--- src/logic/cfc_pkg.sv ---
// Package: constants, field layouts and carriers of the control field codec
package cfc_pkg;

    // Field sizes fixed for protocol version 1
    localparam int unsigned MAP_V1_BITS   = 72;
    localparam int unsigned MAP_MAX_BITS  = 72;
    localparam int unsigned DLV_V1_BITS   = 7;
    localparam int unsigned ULV_V1_BITS   = 20;
    localparam int unsigned VFIELD_BITS   = 32;
    localparam int unsigned CNT_BITS      = 7;
    localparam int unsigned ORG_BITS      = 7;

    // Register byte offsets on the APB window
    localparam int unsigned ADDR_BITS     = 8;
    localparam logic [7:0] OFS_CTRL       = 8'h00;
    localparam logic [7:0] OFS_MAP0       = 8'h04;
    localparam logic [7:0] OFS_MAP1       = 8'h08;
    localparam logic [7:0] OFS_MAP2       = 8'h0C;
    localparam logic [7:0] OFS_DLTX       = 8'h10;
    localparam logic [7:0] OFS_ULTX       = 8'h14;
    localparam logic [7:0] OFS_REQ        = 8'h18;
    localparam logic [7:0] OFS_GSIZE01    = 8'h1C;
    localparam logic [7:0] OFS_GSIZE23    = 8'h20;
    localparam logic [7:0] OFS_MACSEL     = 8'h24;
    localparam logic [7:0] OFS_STATUS     = 8'h28;
    localparam logic [7:0] OFS_FRAME      = 8'h2C;

    // Field positions inside registers
    localparam int unsigned CTRL_VER_BIT  = 0;
    localparam int unsigned CTRL_TIM_BIT  = 1;
    localparam int unsigned CTRL_ORG_LSB  = 8;
    localparam int unsigned DLTX_NEW_LSB  = 8;
    localparam int unsigned DLTX_CAN_BIT  = 16;
    localparam int unsigned ULTX_CAN_BIT  = 31;
    localparam int unsigned MAC_IDX_LSB   = 8;
    localparam int unsigned ST_SIZE_BIT   = 0;
    localparam int unsigned ST_MARG_BIT   = 1;

    // Reset values
    localparam logic [31:0] RST_WORD      = 32'h0000_0000;
    localparam logic [7:0]  RST_BYTE      = 8'h00;

    // Request field type codes in bits 7..6
    typedef enum logic [1:0] {
        REQ_DATA_SIZE = 2'b00,
        REQ_MARGIN    = 2'b01,
        REQ_RSV_A     = 2'b10,
        REQ_RSV_B     = 2'b11
    } cfc_req_type_e;

    // Downlink grant as it reaches the data channel
    typedef struct packed {
        logic [MAP_MAX_BITS-1:0] map;
        logic [MAP_MAX_BITS-1:0] fill;
        logic [MAP_MAX_BITS-1:0] retx;
        logic [VFIELD_BITS-1:0]  valid_field;
        logic [CNT_BITS-1:0]     valid_cnt;
        logic                    cancel;
        logic [ORG_BITS-1:0]     origin;
    } cfc_dl_s;

    // Uplink control that applies within the same frame
    typedef struct packed {
        logic [VFIELD_BITS-1:0] valid_field;
        logic                   cancel;
    } cfc_ul_s;

    // Access-sublayer control elements
    typedef struct packed {
        logic [7:0]  short_elem;
        logic [23:0] long_elem;
        logic [7:0]  margin_elem;
    } cfc_mac_s;

endpackage : cfc_pkg

--- src/logic/cfc_codec.sv ---
// Control field codec: grant bitmap, valid counts, cancel, request fields
`timescale 1ns/1ps
`default_nettype none

// Overview of operation
// - Bitmap is 72 bits in version 1, slots times subchannels in version 2.
// - Unit numbers map from the top bitmap bit; 1 means allocated.
// - Unit numbering starts at an origin set at connection setup.
// - Timing 1 grants one frame later, timing 2 two frames later.
// - Valid count marks units from frame start; the rest are empty.
// - Counted units form one data unit; other allocated units are empty.
// - Version 1 downlink valid field is 7 bits, uplink 20 bits.
// - Version 2 valid fields hold one sized sub-field per slot.
// - Count includes retransmitted and new units, never empty ones.
// - Retransmitted units come first, in lowest subchannels.
// - Downlink count follows the bitmap timing of its control slot.
// - Uplink count applies to the same frame's uplink data channel.
// - Cancel flag 0 keeps retransmission, 1 aborts it.
// - Downlink cancel follows the bitmap timing of its control slot.
// - Uplink cancel applies to the same frame's uplink data channel.
// - Request bits 7..6: 00 data size, 01 margin, others reserved.
// - Size unit bits 5..4 select message, 100 B, 1 kB, 10 kB.
// - Margin report bits 5..1 carry 0 to 31 dB in 1 dB steps.
// - Short size element is 2-bit group id then 6-bit size.
// - Long size element carries four sizes, groups 0 to 3 in order.
// - Each size reports pending bytes of its whole channel group.
// - Extended margin element is zero reserved bits plus 6-bit index.
module cfc_codec #(
    parameter int unsigned N_SCH = 18,
    parameter int unsigned N_DSL = 4,
    parameter int unsigned N_USL = 4,
    parameter int unsigned N_DST = 1,
    parameter int unsigned N_UST = 1
) (
    // Clock, reset and enable
    input  wire logic                      pclk,
    input  wire logic                      presetn,
    input  wire logic                      clk_en,
    // APB slave
    input  wire logic                      psel,
    input  wire logic                      penable,
    input  wire logic                      pwrite,
    input  wire logic [7:0]                paddr,
    input  wire logic [31:0]               pwdata,
    output logic      [31:0]               prdata,
    output logic                           pready,
    output logic                           pslverr,
    // Frame timing
    input  wire logic                      frame_tick,
    // Received request field from the peer
    input  wire logic                      rx_req_valid,
    input  wire logic [7:0]                rx_uplink_request_field,
    // Fields toward the air interface
    output cfc_pkg::cfc_dl_s               dl_grant,
    output cfc_pkg::cfc_ul_s               ul_grant,
    output logic      [7:0]                tx_uplink_request_field,
    output cfc_pkg::cfc_mac_s              mac_elems
);

    localparam int unsigned MAPW  = cfc_pkg::MAP_MAX_BITS;
    localparam int unsigned CW    = cfc_pkg::CNT_BITS;
    localparam int unsigned N_SL  = (N_DSL > N_USL) ? N_DSL : N_USL;
    localparam int unsigned V2MAP = N_SL * N_SCH;
    localparam int unsigned DSUBW = $clog2((N_SCH + 1) * N_DST);
    localparam int unsigned USUBW = $clog2((N_SCH + 1) * N_UST);
    localparam int unsigned DV2W  = N_DSL * DSUBW;
    localparam int unsigned UV2W  = N_USL * USUBW;

    // Software registers
    logic [31:0]     ctrl_r;
    logic [MAPW-1:0] map_r;
    logic [31:0]     dltx_r;
    logic [31:0]     ultx_r;
    logic [7:0]      req_r;
    logic [31:0]     gsize01_r;
    logic [31:0]     gsize23_r;
    logic [31:0]     macsel_r;
    // Received request state
    logic [4:0]      rx_size_r;
    logic [4:0]      rx_margin_r;
    logic [1:0]      status_r;
    logic [1:0]      status_nxt;
    // Frame pipeline
    cfc_pkg::cfc_dl_s dl_cur;
    cfc_pkg::cfc_dl_s dl_s1_r;
    cfc_pkg::cfc_dl_s dl_grant_r;
    cfc_pkg::cfc_ul_s ul_grant_r;
    cfc_pkg::cfc_mac_s mac_r;
    logic [7:0]      tx_req_r;
    logic [31:0]     prdata_r;

    // Bus decode
    wire logic access  = psel && penable;
    wire logic wr_en   = access && pwrite && clk_en;
    wire logic rd_take = psel && !penable && !pwrite && clk_en;
    wire logic hit_ctrl  = (paddr == cfc_pkg::OFS_CTRL);
    wire logic hit_map0  = (paddr == cfc_pkg::OFS_MAP0);
    wire logic hit_map1  = (paddr == cfc_pkg::OFS_MAP1);
    wire logic hit_map2  = (paddr == cfc_pkg::OFS_MAP2);
    wire logic hit_dltx  = (paddr == cfc_pkg::OFS_DLTX);
    wire logic hit_ultx  = (paddr == cfc_pkg::OFS_ULTX);
    wire logic hit_req   = (paddr == cfc_pkg::OFS_REQ);
    wire logic hit_gs01  = (paddr == cfc_pkg::OFS_GSIZE01);
    wire logic hit_gs23  = (paddr == cfc_pkg::OFS_GSIZE23);
    wire logic hit_msel  = (paddr == cfc_pkg::OFS_MACSEL);
    wire logic hit_stat  = (paddr == cfc_pkg::OFS_STATUS);
    wire logic hit_frm   = (paddr == cfc_pkg::OFS_FRAME);
    wire logic hit_any   = hit_ctrl | hit_map0 | hit_map1 | hit_map2 |
                           hit_dltx | hit_ultx | hit_req | hit_gs01 |
                           hit_gs23 | hit_msel | hit_stat | hit_frm;

    // Zero wait states; a frozen block stretches the access instead
    assign pready  = clk_en;
    assign pslverr = access && !hit_any;
    assign prdata  = prdata_r;

    // Control fields
    wire logic            ver2    = ctrl_r[cfc_pkg::CTRL_VER_BIT];
    wire logic            timing2 = ctrl_r[cfc_pkg::CTRL_TIM_BIT];
    wire logic [6:0]      origin  = ctrl_r[cfc_pkg::CTRL_ORG_LSB +: 7];
    wire logic [CW-1:0]   retx_cnt = dltx_r[6:0];
    wire logic [CW-1:0]   new_cnt  = dltx_r[cfc_pkg::DLTX_NEW_LSB +: 7];

    // Active bitmap length per protocol version
    wire logic [CW:0] map_len = ver2 ? (CW+1)'(V2MAP)
                                     : (CW+1)'(cfc_pkg::MAP_V1_BITS);

    // Units past the active length are never granted
    logic [MAPW-1:0] len_mask;
    logic [MAPW-1:0] map_eff;
    logic [CW:0]     pre [0:MAPW];
    logic [MAPW-1:0] fill_map;
    logic [MAPW-1:0] retx_map;
    logic [CW-1:0]   valid_cnt;
    wire logic [CW:0] vx = {1'b0, valid_cnt};

    assign pre[0] = '0;

    // Logical unit i sits at bit MAPW-1-i, counted from the top
    genvar gi;
    generate
        for (gi = 0; gi < MAPW; gi++)
        begin : g_unit
            localparam int unsigned B = MAPW - 1 - gi;
            assign len_mask[B] = ((CW+1)'(gi) < map_len);
            assign map_eff[B]  = map_r[B] & len_mask[B];
            assign pre[gi+1]   = pre[gi] + (CW+1)'(map_eff[B]);
            // First counted allocated units carry data, the rest are empty
            assign fill_map[B] = map_eff[B] &
                                 (pre[gi] < vx);
            // Retransmissions ahead of new data in the lowest units
            assign retx_map[B] = map_eff[B] &
                                 (pre[gi] < {1'b0, retx_cnt});
        end
    endgenerate

    // Valid count: retransmitted plus new units, capped by allocation
    logic [CW:0]   req_units;
    logic [CW-1:0] alloc_cnt;
    assign req_units = {1'b0, retx_cnt} + {1'b0, new_cnt};
    assign alloc_cnt = pre[MAPW][CW-1:0];
    assign valid_cnt = (req_units > {1'b0, alloc_cnt}) ? alloc_cnt
                                                       : req_units[CW-1:0];

    // Version 2 downlink filled units per slot, slot 0 in the top bits
    logic [31:0] dl_v2_field;
    genvar gs;
    generate
        for (gs = 0; gs < 32; gs++)
        begin : g_dlv2
            if (gs >= DV2W)
            begin : g_pad
                assign dl_v2_field[gs] = 1'b0;
            end
            else
            begin : g_bit
                localparam int unsigned SLOT = (DV2W - 1 - gs) / DSUBW;
                localparam int unsigned SB   = DSUBW - 1 -
                                               ((DV2W - 1 - gs) % DSUBW);
                localparam int unsigned S0   = SLOT * N_SCH;
                logic [CW:0] slot_cnt;
                assign slot_cnt = ((pre[S0+N_SCH] < vx) ? pre[S0+N_SCH] : vx)
                                  - ((pre[S0] < vx) ? pre[S0] : vx);
                assign dl_v2_field[gs] = slot_cnt[SB];
            end
        end
    endgenerate

    // Current downlink grant as written by software this frame
    always_comb
    begin
        dl_cur             = '0;
        dl_cur.map         = map_eff;
        dl_cur.fill        = fill_map;
        dl_cur.retx        = retx_map;
        dl_cur.valid_cnt   = valid_cnt;
        dl_cur.valid_field = ver2 ? dl_v2_field
                                  : {25'h000_0000, valid_cnt};
        dl_cur.cancel      = dltx_r[cfc_pkg::DLTX_CAN_BIT];
        dl_cur.origin      = origin;
    end

    // Uplink valid field width per version, upper bits forced to zero
    wire logic [31:0] ul_mask = ver2 ? ((32'h0000_0001 << UV2W) - 32'h1)
                                     : 32'h000F_FFFF;

    // Reserved request type codes written by software are refused
    wire logic [1:0] req_wtype = pwdata[7:6];
    wire logic       req_ok    = (req_wtype == cfc_pkg::REQ_DATA_SIZE) ||
                                 (req_wtype == cfc_pkg::REQ_MARGIN);

    // Register writes take effect at the access edge
    always_ff @(posedge pclk or negedge presetn)
    begin
        if (!presetn)
        begin
            ctrl_r    <= cfc_pkg::RST_WORD;
            map_r     <= '0;
            dltx_r    <= cfc_pkg::RST_WORD;
            ultx_r    <= cfc_pkg::RST_WORD;
            req_r     <= cfc_pkg::RST_BYTE;
            gsize01_r <= cfc_pkg::RST_WORD;
            gsize23_r <= cfc_pkg::RST_WORD;
            macsel_r  <= cfc_pkg::RST_WORD;
        end
        else if (wr_en)
        begin
            if (hit_ctrl)  ctrl_r    <= pwdata & 32'h0000_7F03;
            if (hit_map0)  map_r[71:40] <= pwdata;
            if (hit_map1)  map_r[39:8]  <= pwdata;
            if (hit_map2)  map_r[7:0]   <= pwdata[31:24];
            if (hit_dltx)  dltx_r    <= pwdata & 32'h0001_7F7F;
            if (hit_ultx)  ultx_r    <= pwdata;
            if (hit_req && req_ok) req_r <= pwdata[7:0];
            if (hit_gs01)  gsize01_r <= pwdata;
            if (hit_gs23)  gsize23_r <= pwdata;
            if (hit_msel)  macsel_r  <= pwdata & 32'h0000_3F03;
        end
    end

    // Received request decode; reserved codes leave all state alone
    wire logic [1:0] rx_type = rx_uplink_request_field[7:6];
    wire logic rx_size = rx_req_valid && clk_en &&
                         (rx_type == cfc_pkg::REQ_DATA_SIZE);
    wire logic rx_marg = rx_req_valid && clk_en &&
                         (rx_type == cfc_pkg::REQ_MARGIN);
    wire logic st_clr  = wr_en && hit_stat;

    // Sticky new-report flags: a report in the clear cycle survives
    always_comb
    begin
        status_nxt = status_r;
        if (st_clr)
            status_nxt = status_r & ~pwdata[1:0];
        if (rx_size)
            status_nxt[cfc_pkg::ST_SIZE_BIT] = 1'b1;
        if (rx_marg)
            status_nxt[cfc_pkg::ST_MARG_BIT] = 1'b1;
    end

    // Capture of received reports
    always_ff @(posedge pclk or negedge presetn)
    begin
        if (!presetn)
        begin
            rx_size_r   <= '0;
            rx_margin_r <= '0;
            status_r    <= '0;
        end
        else if (clk_en)
        begin
            status_r <= status_nxt;
            if (rx_size)
                rx_size_r <= rx_uplink_request_field[5:1];
            if (rx_marg)
                rx_margin_r <= rx_uplink_request_field[5:1];
        end
    end

    // Per-group pending totals saturate into the 6-bit size field
    function automatic logic [5:0] size6(input logic [15:0] bytes);
        size6 = (bytes > 16'h003F) ? 6'h3F : bytes[5:0];
    endfunction : size6

    wire logic [5:0] gsz0 = size6(gsize01_r[15:0]);
    wire logic [5:0] gsz1 = size6(gsize01_r[31:16]);
    wire logic [5:0] gsz2 = size6(gsize23_r[15:0]);
    wire logic [5:0] gsz3 = size6(gsize23_r[31:16]);
    wire logic [1:0] gsel = macsel_r[1:0];
    wire logic [5:0] gsel_size = (gsel == 2'd0) ? gsz0 :
                                 (gsel == 2'd1) ? gsz1 :
                                 (gsel == 2'd2) ? gsz2 : gsz3;

    // Frame pipeline for downlink, same-frame latch for uplink
    always_ff @(posedge pclk or negedge presetn)
    begin
        if (!presetn)
        begin
            dl_s1_r    <= '0;
            dl_grant_r <= '0;
            ul_grant_r <= '0;
        end
        else if (clk_en && frame_tick)
        begin
            dl_s1_r    <= dl_cur;
            // Timing 2 reaches back one more frame than timing 1
            dl_grant_r <= timing2 ? dl_s1_r : dl_cur;
            ul_grant_r.valid_field <= ultx_r & ul_mask;
            ul_grant_r.cancel <= ultx_r[cfc_pkg::ULTX_CAN_BIT];
        end
    end

    // Outgoing request field and access-sublayer elements
    always_ff @(posedge pclk or negedge presetn)
    begin
        if (!presetn)
        begin
            tx_req_r <= cfc_pkg::RST_BYTE;
            mac_r    <= '0;
        end
        else if (clk_en)
        begin
            tx_req_r <= {req_r[7:1], 1'b0};
            mac_r.short_elem  <= {gsel, gsel_size};
            mac_r.long_elem   <= {gsz0, gsz1, gsz2, gsz3};
            mac_r.margin_elem <= {2'b00,
                                  macsel_r[cfc_pkg::MAC_IDX_LSB +: 6]};
        end
    end

    // Read mux
    logic [31:0] rd_mux;
    always_comb
    begin
        rd_mux = 32'h0000_0000;
        case (1'b1)
            hit_ctrl:  rd_mux = ctrl_r;
            hit_map0:  rd_mux = map_r[71:40];
            hit_map1:  rd_mux = map_r[39:8];
            hit_map2:  rd_mux = {map_r[7:0], 24'h00_0000};
            hit_dltx:  rd_mux = dltx_r;
            hit_ultx:  rd_mux = ultx_r;
            hit_req:   rd_mux = {24'h00_0000, req_r};
            hit_gs01:  rd_mux = gsize01_r;
            hit_gs23:  rd_mux = gsize23_r;
            hit_msel:  rd_mux = macsel_r;
            hit_stat:  rd_mux = {14'h0000, rx_margin_r, 3'b000,
                                 rx_size_r, 3'b000, status_r};
            hit_frm:   rd_mux = {9'h000, alloc_cnt, 1'b0, valid_cnt,
                                 1'b0, dl_grant_r.valid_cnt};
            default:   rd_mux = 32'h0000_0000;
        endcase
    end

    // Read data registered in the setup cycle
    always_ff @(posedge pclk or negedge presetn)
    begin
        if (!presetn)
            prdata_r <= cfc_pkg::RST_WORD;
        else if (rd_take)
            prdata_r <= rd_mux;
    end

    assign dl_grant                = dl_grant_r;
    assign ul_grant                = ul_grant_r;
    assign tx_uplink_request_field = tx_req_r;
    assign mac_elems               = mac_r;

endmodule : cfc_codec

`default_nettype wire

--- config.mk ---
export PLATFORM = sky130hd
export DESIGN_NAME = cfc_codec
export DESIGN_NICKNAME = d
export VERILOG_FILES = /design/src/logic/cfc_pkg.sv /design/src/logic/cfc_codec.sv
export SDC_FILE = /design/constraint.sdc
export NUM_CORES = 2
export LEC_CHECK = 0
export ABC_AREA = 1
export BUFFER_PORTS_ARGS = -buffer_cell sky130_fd_sc_hd__buf_2
export CAP_MARGIN = 10
export CORE_MARGIN = 1
export CORE_UTILIZATION = 45
export DETAILED_ROUTE_END_ITERATION = 8
export SYNTH_ARGS = -nofsm -noshare
export SYNTH_HDL_FRONTEND = slang
export SYNTH_SLANG_ARGS = --single-unit
--- constraint.sdc ---
create_clock -name pclk -period 46.5 [get_ports pclk]
set_clock_uncertainty 0.1 [all_clocks]
set_input_delay 6.975 -clock pclk [delete_from_list [all_inputs] [get_ports pclk]]
set_output_delay 6.975 -clock pclk [all_outputs]
set_load 0.05 [all_outputs]
# Word level (Yosys, flattened, before mapping)
# Cells that the tools add are included.
dict set report totals {
  output_inout_bits 378
  inputBits 56
  register_bits 844
}
dict set report op_classes {
  n_mux 30
  addsub 76
  bitwise 157
  reduce_logical 37
  n_eq_ne 15
  order_cmp 150
}
# op n
set op_table {}
lappend op_table {{8-bit by 7-bit < comparator with 1-bit output} 129}
lappend op_table {{8-bit by 1-bit adder with 8-bit output} 64}
lappend op_table {{32-bit 2-to-1 mux} 11}
lappend op_table {{263-bit 2-to-1 mux} 1}
lappend op_table {{1-bit bitwise AND} 144}
lappend op_table {{16-bit by 6-bit > comparator with 1-bit output, second input constant} 4}
lappend op_table {{6-bit 2-to-1 mux} 7}
lappend op_table {{8-bit by 5-bit == test with 1-bit output, second input constant} 4}
lappend op_table {{8-bit by 6-bit == test with 1-bit output, second input constant} 4}
lappend op_table {{2-bit AND reduction} 14}
lappend op_table {{5-bit 2-to-1 mux} 5}
lappend op_table {{23-bit 2-to-1 mux} 1}
lappend op_table {{20-bit 2-to-1 mux} 1}
lappend op_table {{5-bit subtractor} 4}
lappend op_table {{8-bit by 4-bit == test with 1-bit output, second input constant} 2}
lappend op_table {{1-bit by 7-bit < comparator with 1-bit output} 2}
lappend op_table {{1-bit by 7-bit < comparator with 1-bit output, first input constant} 2}
lappend op_table {{2-bit by 7-bit < comparator with 1-bit output} 2}
lappend op_table {{3-bit by 7-bit < comparator with 1-bit output} 2}
lappend op_table {{4-bit by 7-bit < comparator with 1-bit output} 2}
lappend op_table {{5-bit by 7-bit < comparator with 1-bit output} 2}
lappend op_table {{6-bit by 7-bit < comparator with 1-bit output} 2}
lappend op_table {{7-bit < comparator} 2}
lappend op_table {{1-bit logical AND} 13}
lappend op_table {{23 further kinds} 41}

# Longest topological paths before layout
dict set report logic_depth {
  depth_word 85
  mapped_depth 187
}

# Least setup slack after synthesis
# Ideal clock, no wire load.
dict set report synth_path {
  kind {reg-to-reg}
  start {reg map_r[69], in the netlist map_eff[69]}
  end {reg dl_grant_r, in the netlist dl_grant[29]}
  setup_slack_ps 12324
  period_less_slack_ps 34176
  arrival_ps 34000
  n_path_buf 0
  setup_time_ps 76
  stages_incl_launch_ff 106
  path_cell_list {dfrtp_1 -> fa_1 -> ha_1 -> ha_1 -> ha_1 -> ha_1 -> ha_1 -> nand2_1 -> inv_1 -> nor2_1 -> ha_1 -> ha_1 -> ha_1 -> ha_1 -> ha_1 -> ha_1 -> ha_1 -> ha_1 -> (+70 left out) -> o21ai_0 -> a21oi_1 -> o21bai_1 -> and2_1 -> inv_1 -> o21ai_0 -> inv_1 -> fa_1 -> nor2_1 -> nor2_1 -> nor2_1 -> nor2_1 -> xnor2_1 -> xor2_1 -> nand2_1 -> nand2_1 -> inv_1 -> o21ai_1}
}
dict set report synth_between {
  elab_chain_len 77
  elab_cells_between_ends 79
  cone_classes {add/sub (71); order compare (3); mux (5)}
}
# element line
set synth_lines {}
lappend synth_lines {{start: declaration} cfc_codec.sv:71} ;# logic [MAPW-1:0] map_r;
lappend synth_lines {{start signal: assignment} cfc_codec.sv:229} ;# if (hit_map0) map_r[71:40] <= pwdata;
lappend synth_lines {{2-bit by 1-bit adder with 3-bit output (*)} cfc_codec.sv:147} ;# assign pre[gi+1] = pre[gi] + (CW+1)'(map_eff[B]);
lappend synth_lines {{3-bit by 1-bit adder with 4-bit output (*)} cfc_codec.sv:147}
lappend synth_lines {{4-bit by 1-bit adder with 5-bit output (*)} cfc_codec.sv:147}
lappend synth_lines {{5-bit by 1-bit adder with 6-bit output (*)} cfc_codec.sv:147}
lappend synth_lines {{6-bit by 1-bit adder with 7-bit output (*)} cfc_codec.sv:147}
lappend synth_lines {{7-bit by 1-bit adder with 8-bit output (*)} cfc_codec.sv:147}
lappend synth_lines {{8-bit by 1-bit adder with 8-bit output (*) (10 in series)} cfc_codec.sv:147}
lappend synth_lines {{8-bit by 1-bit adder with 8-bit output (54 in series)} cfc_codec.sv:147}
lappend synth_lines {{8-bit by 7-bit > comparator with 1-bit output} cfc_codec.sv:162} ;# assign valid_cnt = (req_units > {1'b0, alloc_cnt}) ? alloc_cnt
lappend synth_lines {{7-bit 2-to-1 mux} cfc_codec.sv:162}
lappend synth_lines {{8-bit by 7-bit < comparator with 1-bit output (on tied branches)} {cfc_codec.sv:182, cfc_codec.sv:183}}
lappend synth_lines {{5-bit 2-to-1 mux} n/a}
lappend synth_lines {{5-bit subtractor (*)} n/a}
lappend synth_lines {{20-bit 2-to-1 mux (*)} cfc_codec.sv:197} ;# dl_cur.valid_field = ver2 ? dl_v2_field
lappend synth_lines {{263-bit 2-to-1 mux (*)} cfc_codec.sv:307} ;# dl_grant_r <= timing2 ? dl_s1_r : dl_cur;
lappend synth_lines {{end signal: assignment} cfc_codec.sv:307}
lappend synth_lines {{end: declaration} cfc_codec.sv:86} ;# cfc_pkg::cfc_dl_s dl_grant_r;
# Every way passes the cells marked *; elsewhere a longest branch is shown, timed or not.
# A chain may end at the register's enable or synchronous reset.

# Worst setup path after layout
dict set report layout_path {
  start {reg map_r[71], in the netlist map_eff[71]}
  end {reg dl_grant_r, in the netlist dl_grant[19]}
}
dict set report layout_between {
  elab_chain_len 78
  elab_cells_between_ends 80
  cone_classes {add/sub (72); order compare (3); mux (5)}
}
# element line
set layout_lines {}
lappend layout_lines {{1-bit by 1-bit adder with 2-bit output (*)} cfc_codec.sv:147}
lappend layout_lines {{2-bit by 1-bit adder with 3-bit output (*)} cfc_codec.sv:147}
lappend layout_lines {{3-bit by 1-bit adder with 4-bit output (*)} cfc_codec.sv:147}
lappend layout_lines {{4-bit by 1-bit adder with 5-bit output (*)} cfc_codec.sv:147}
lappend layout_lines {{5-bit by 1-bit adder with 6-bit output (*)} cfc_codec.sv:147}
lappend layout_lines {{6-bit by 1-bit adder with 7-bit output (*)} cfc_codec.sv:147}
lappend layout_lines {{7-bit by 1-bit adder with 8-bit output (*)} cfc_codec.sv:147}
lappend layout_lines {{8-bit by 1-bit adder with 8-bit output (*) (46 in series)} cfc_codec.sv:147}
lappend layout_lines {{8-bit by 1-bit adder with 8-bit output (18 in series)} cfc_codec.sv:147}
lappend layout_lines {{8-bit by 7-bit > comparator with 1-bit output} cfc_codec.sv:162}
lappend layout_lines {{7-bit 2-to-1 mux} cfc_codec.sv:162}
lappend layout_lines {{8-bit by 7-bit < comparator with 1-bit output (on tied branches)} {cfc_codec.sv:182, cfc_codec.sv:183}}
lappend layout_lines {{5-bit 2-to-1 mux (on tied branches)} n/a}
lappend layout_lines {{5-bit subtractor} n/a}
lappend layout_lines {{20-bit 2-to-1 mux (*)} cfc_codec.sv:197}
lappend layout_lines {{263-bit 2-to-1 mux (*)} cfc_codec.sv:307}
# Marked as above.

==> results by group <==
Status
  • Outcome: finished clean

Die
  • Die Ht: 392 µm
  • Core region area: 150,000 µm²
  • Row count: 142
  • Die Footprint: 154,000 µm²
  • Die X: 392 µm
  • Initial Util: 45.6%
  • Ports: approximately 430

Global routing
  • Total global routing track utilization: 31.2%
  • Largest net degree at the start of global routing: roughly 170
  • Vias in the first global route: 59,200
  • Initial antenna violation count: 18
  • First-pass GRT wire length: between 300,000 and 400,000 µm
  • Total grt overflow: 0

Cells and area
  • Fin cells: 11,500
  • Most common cell after layout, fill and taps aside: nand2_1
  • Final nets: 10,400
  • Area grow syn2layout: 10.9%
  • Share of cells above drive strength 1: 17.4%
  • Post-layout util: 50.6%
  • Most frequent cells in the layout: 1,979 x nand2_1, 1,069 x inv_1, 900 x ha_1, 819 x dfrtp_1, 804 x o21ai_0

Synthesis
  • Avg Inst Size Synth: 7.55 µm²
  • Syn Inst Count: 9,080
  • Top_reg_cell synth: dfrtp_1
  • Number of synthesized register bits: 820
  • Distinct cells, synth: about 70
  • Syn. warnings: 0
  • Ys async rst share: 100%
  • Post-Synthesis Cell Area: ~69,000 µm²
  • Sequential share of the synthesized area: between 20% and 30%
  • Post-synth EDFFs: 0

Critical path
  • Largest fanout on the critical path: 35
  • Slowest-stage cell, CP: o21ai_1
  • Cells on worst reg2reg path: 102
  • Worst Path Arrival: 36,060 ps
  • Startpoint types: register
  • Critical Path Most Common Cell: ha_1
  • CP max stage delay: ~900 ps
  • Worst r2r dst: dl_grant[19]
  • Critical path required time: 47,050 ps
  • Crit path kind: register to register
  • Launch point of the worst path: map_eff[71]
  • Crit end category: register
  • RR Startpoint: map_eff[71]
  • R2r setup slk: 10,980 ps

Clock network
  • Resized cells post-CTS: 0
  • CTS Buffer Depth: 3
  • Clock latency on the worst-skew pair: 760 ps
  • Clk sinks: just over 800
  • CTS tree: yes
  • CTS clock-pin slew for the worst setup and hold paths: 70 ps
  • Htree depth: 3
  • CTS Hold Bufs: 0
  • Setup Buffers After CTS: 0
  • Clk root buf: clkbuf_16
  • Cts bufs inserted: 93

Timing
  • Final hold vios: 0
  • Slew headroom: 18.9%
  • Worst Tran Pin Value: 1220 ps
  • Max Clk Rate: between 20 and 30 MHz
  • Final Slew Violations: 0
  • Unrepaired setup endpoints after global routing: false
  • Endpoints failing setup: 0
  • Crit share post-route: 76.4%
  • Min Tclk post-route: 35,520 ps
  • Setup TNS: 0 ps

Min path
  • Worst Hold Class: register to register
  • Worst Hold End: dl_grant[177]
  • Hold Crit Start: dl_grant[177]
  • Hold path cells: 2

Place
  • Routability Congestion: 0.991
  • Placed cells: 11,300
  • IO buf count: a little over 400
  • Post-DP HPWL: about 180,000 µm

Power and ir drop
  • Peak supply drop: roughly 35 µV
  • PD cells: between 30 and 40 nW/µm²
  • Cell leakage power: 40.2 nW

Drt
  • Vias: between 60,000 and 70,000
  • Antenna Nets Post-Route: 0
  • DRT Wirelength: 243,000 µm
  • DRT Pass-1 Iters: 6
  • DRC viols: 0
  • Drt via density: ~5.5
  • Initial drt markers: ~5,100
  • Wire per inst: 21.1 µm

Job
  • Max-cap check violation count: 0
==> power breakdown <==
part / switching [mW] / internal (mW) / leakage [nW] / total (mW)
Sequential: 0.0243 / 0.740 / 11.2 / 0.765
Clock: 0.335 / 0.481 / 1.66 / 0.816
Combinational: 0.657 / 0.316 / 27.4 / 0.973
Total: 1.02 / 1.54 / 40.2 / 2.55
==> synth_stat cells (40+ instances only) <==
| cell | instances | area (µm²) |
|---|---|---|
| nor2_1 | 472 | 1770 |
| a21o_1 | 75 | 563 |
| nand3_2 | 129 | 1290 |
| a31oi_1 | 41 | 257 |
| inv_1 | 1079 | 4050 |
| o21ai_0 | 807 | 4040 |
| nand2_2 | 421 | 2630 |
| dfrtp_1 | 820 | 20500 |
| o2111ai_1 | 50 | 438 |
| or2_2 | 63 | 394 |
| nand2_1 | 1986 | 7450 |
| ha_1 | 900 | 11300 |
| clkbuf_1 | 228 | 856 |
| nand2_4 | 188 | 2120 |
| o211ai_1 | 47 | 353 |
| o21ai_1 | 76 | 380 |
| nand3_1 | 438 | 2190 |
| nand4_1 | 40 | 250 |
| nand3_4 | 40 | 701 |
| a31o_1 | 41 | 359 |
| a21oi_1 | 695 | 3480 |
| nor2_2 | 56 | 350 |
==> logic make-up after synthesis <==
kind of cell    Yosys count  share of synthesized area, %
flops                   820                          29.9
compound gates         1996                          16.3
fa+ha+maj               907                          16.6
simple gates           3901                          28.6
buf+inv                1431                          8.24
other cells               2                        0.0109
xor+xnor                 23                         0.305
==> sequential cells by signal, indices dropped and copies added, names as in the netlist, 21 cells and up <==
signal	count
dl_s1_r	251
gsize23_r	32
gsize01_r	32
prdata	32
map_eff	72
ultx_r	32
mac_elems	38
dl_grant	251
ul_grant	21
==> worst max-delay path: cells and delay by family, from the launching register on <==
family / cells / cell delay (ps)
flip-flops: 1 / 660
AND/OR/NAND/NOR: 17 / 2280
buffers and inverters: 5 / 1930
AO/OA/AOI/OAI: 5 / 1820
adder cells (fa/ha/maj): 73 / 27860
XOR/XNOR: 2 / 600
==> per-stage QoR <==
stage | cell area (µm²) | hold WS (ps) | total power [mW] | setup slack (ps)
2_1_floorplan | 68700 | 344 | 1.40 | 12320
3_3_place_gp | 72700 | 353 | 1.71 | 11840
3_5_place_dp | 72700 | 356 | 1.73 | 11460
4_1_cts | 76100 | 373 | 2.56 | 11330
5_1_grt | 76100 | 390 | 2.69 | 9760
6_report | 76100 | 371 | 2.55 | 10980
==> per-layer routing <==
layer	vias to the layer above	part of all wire, %	track usage [%]
li1	30800	-	-
met5	-	0.0053	0
met3	424	7.3	5.04
met4	2	4.9	13.9
met2	2050	43	47.9
met1	29800	45	43.0
==> final cells by class <==
class / count / area [µm²]
fill: 14800 / 74400
multi-input combinational: 6861 / 42600
sequential: 820 / 20500
inverter: 1128 / 4260
timing repair buffer: 500 / 2790
clock buffer: 129 / 2690
tap: 2016 / 2520
clock inverter: 42 / 701
antenna: 4 / 10.0
==> worst max path at each step <==
| stage | end | slack, ps | depth (start not counted) |
|---|---|---|---|
| 3_3_place_gp | dl_grant[19] | 11840 | 102 |
| 3_5_place_dp | dl_grant[19] | 11460 | 102 |
| 2_1_floorplan | dl_grant[29] | 12320 | 105 |
| 4_1_cts | dl_grant[19] | 11330 | 102 |
| 6_report | dl_grant[19] | 10980 | 102 |
| 5_1_grt | dl_grant[19] | 9760 | 111 |
Note: power is estimated with default switching activity, not from simulation.
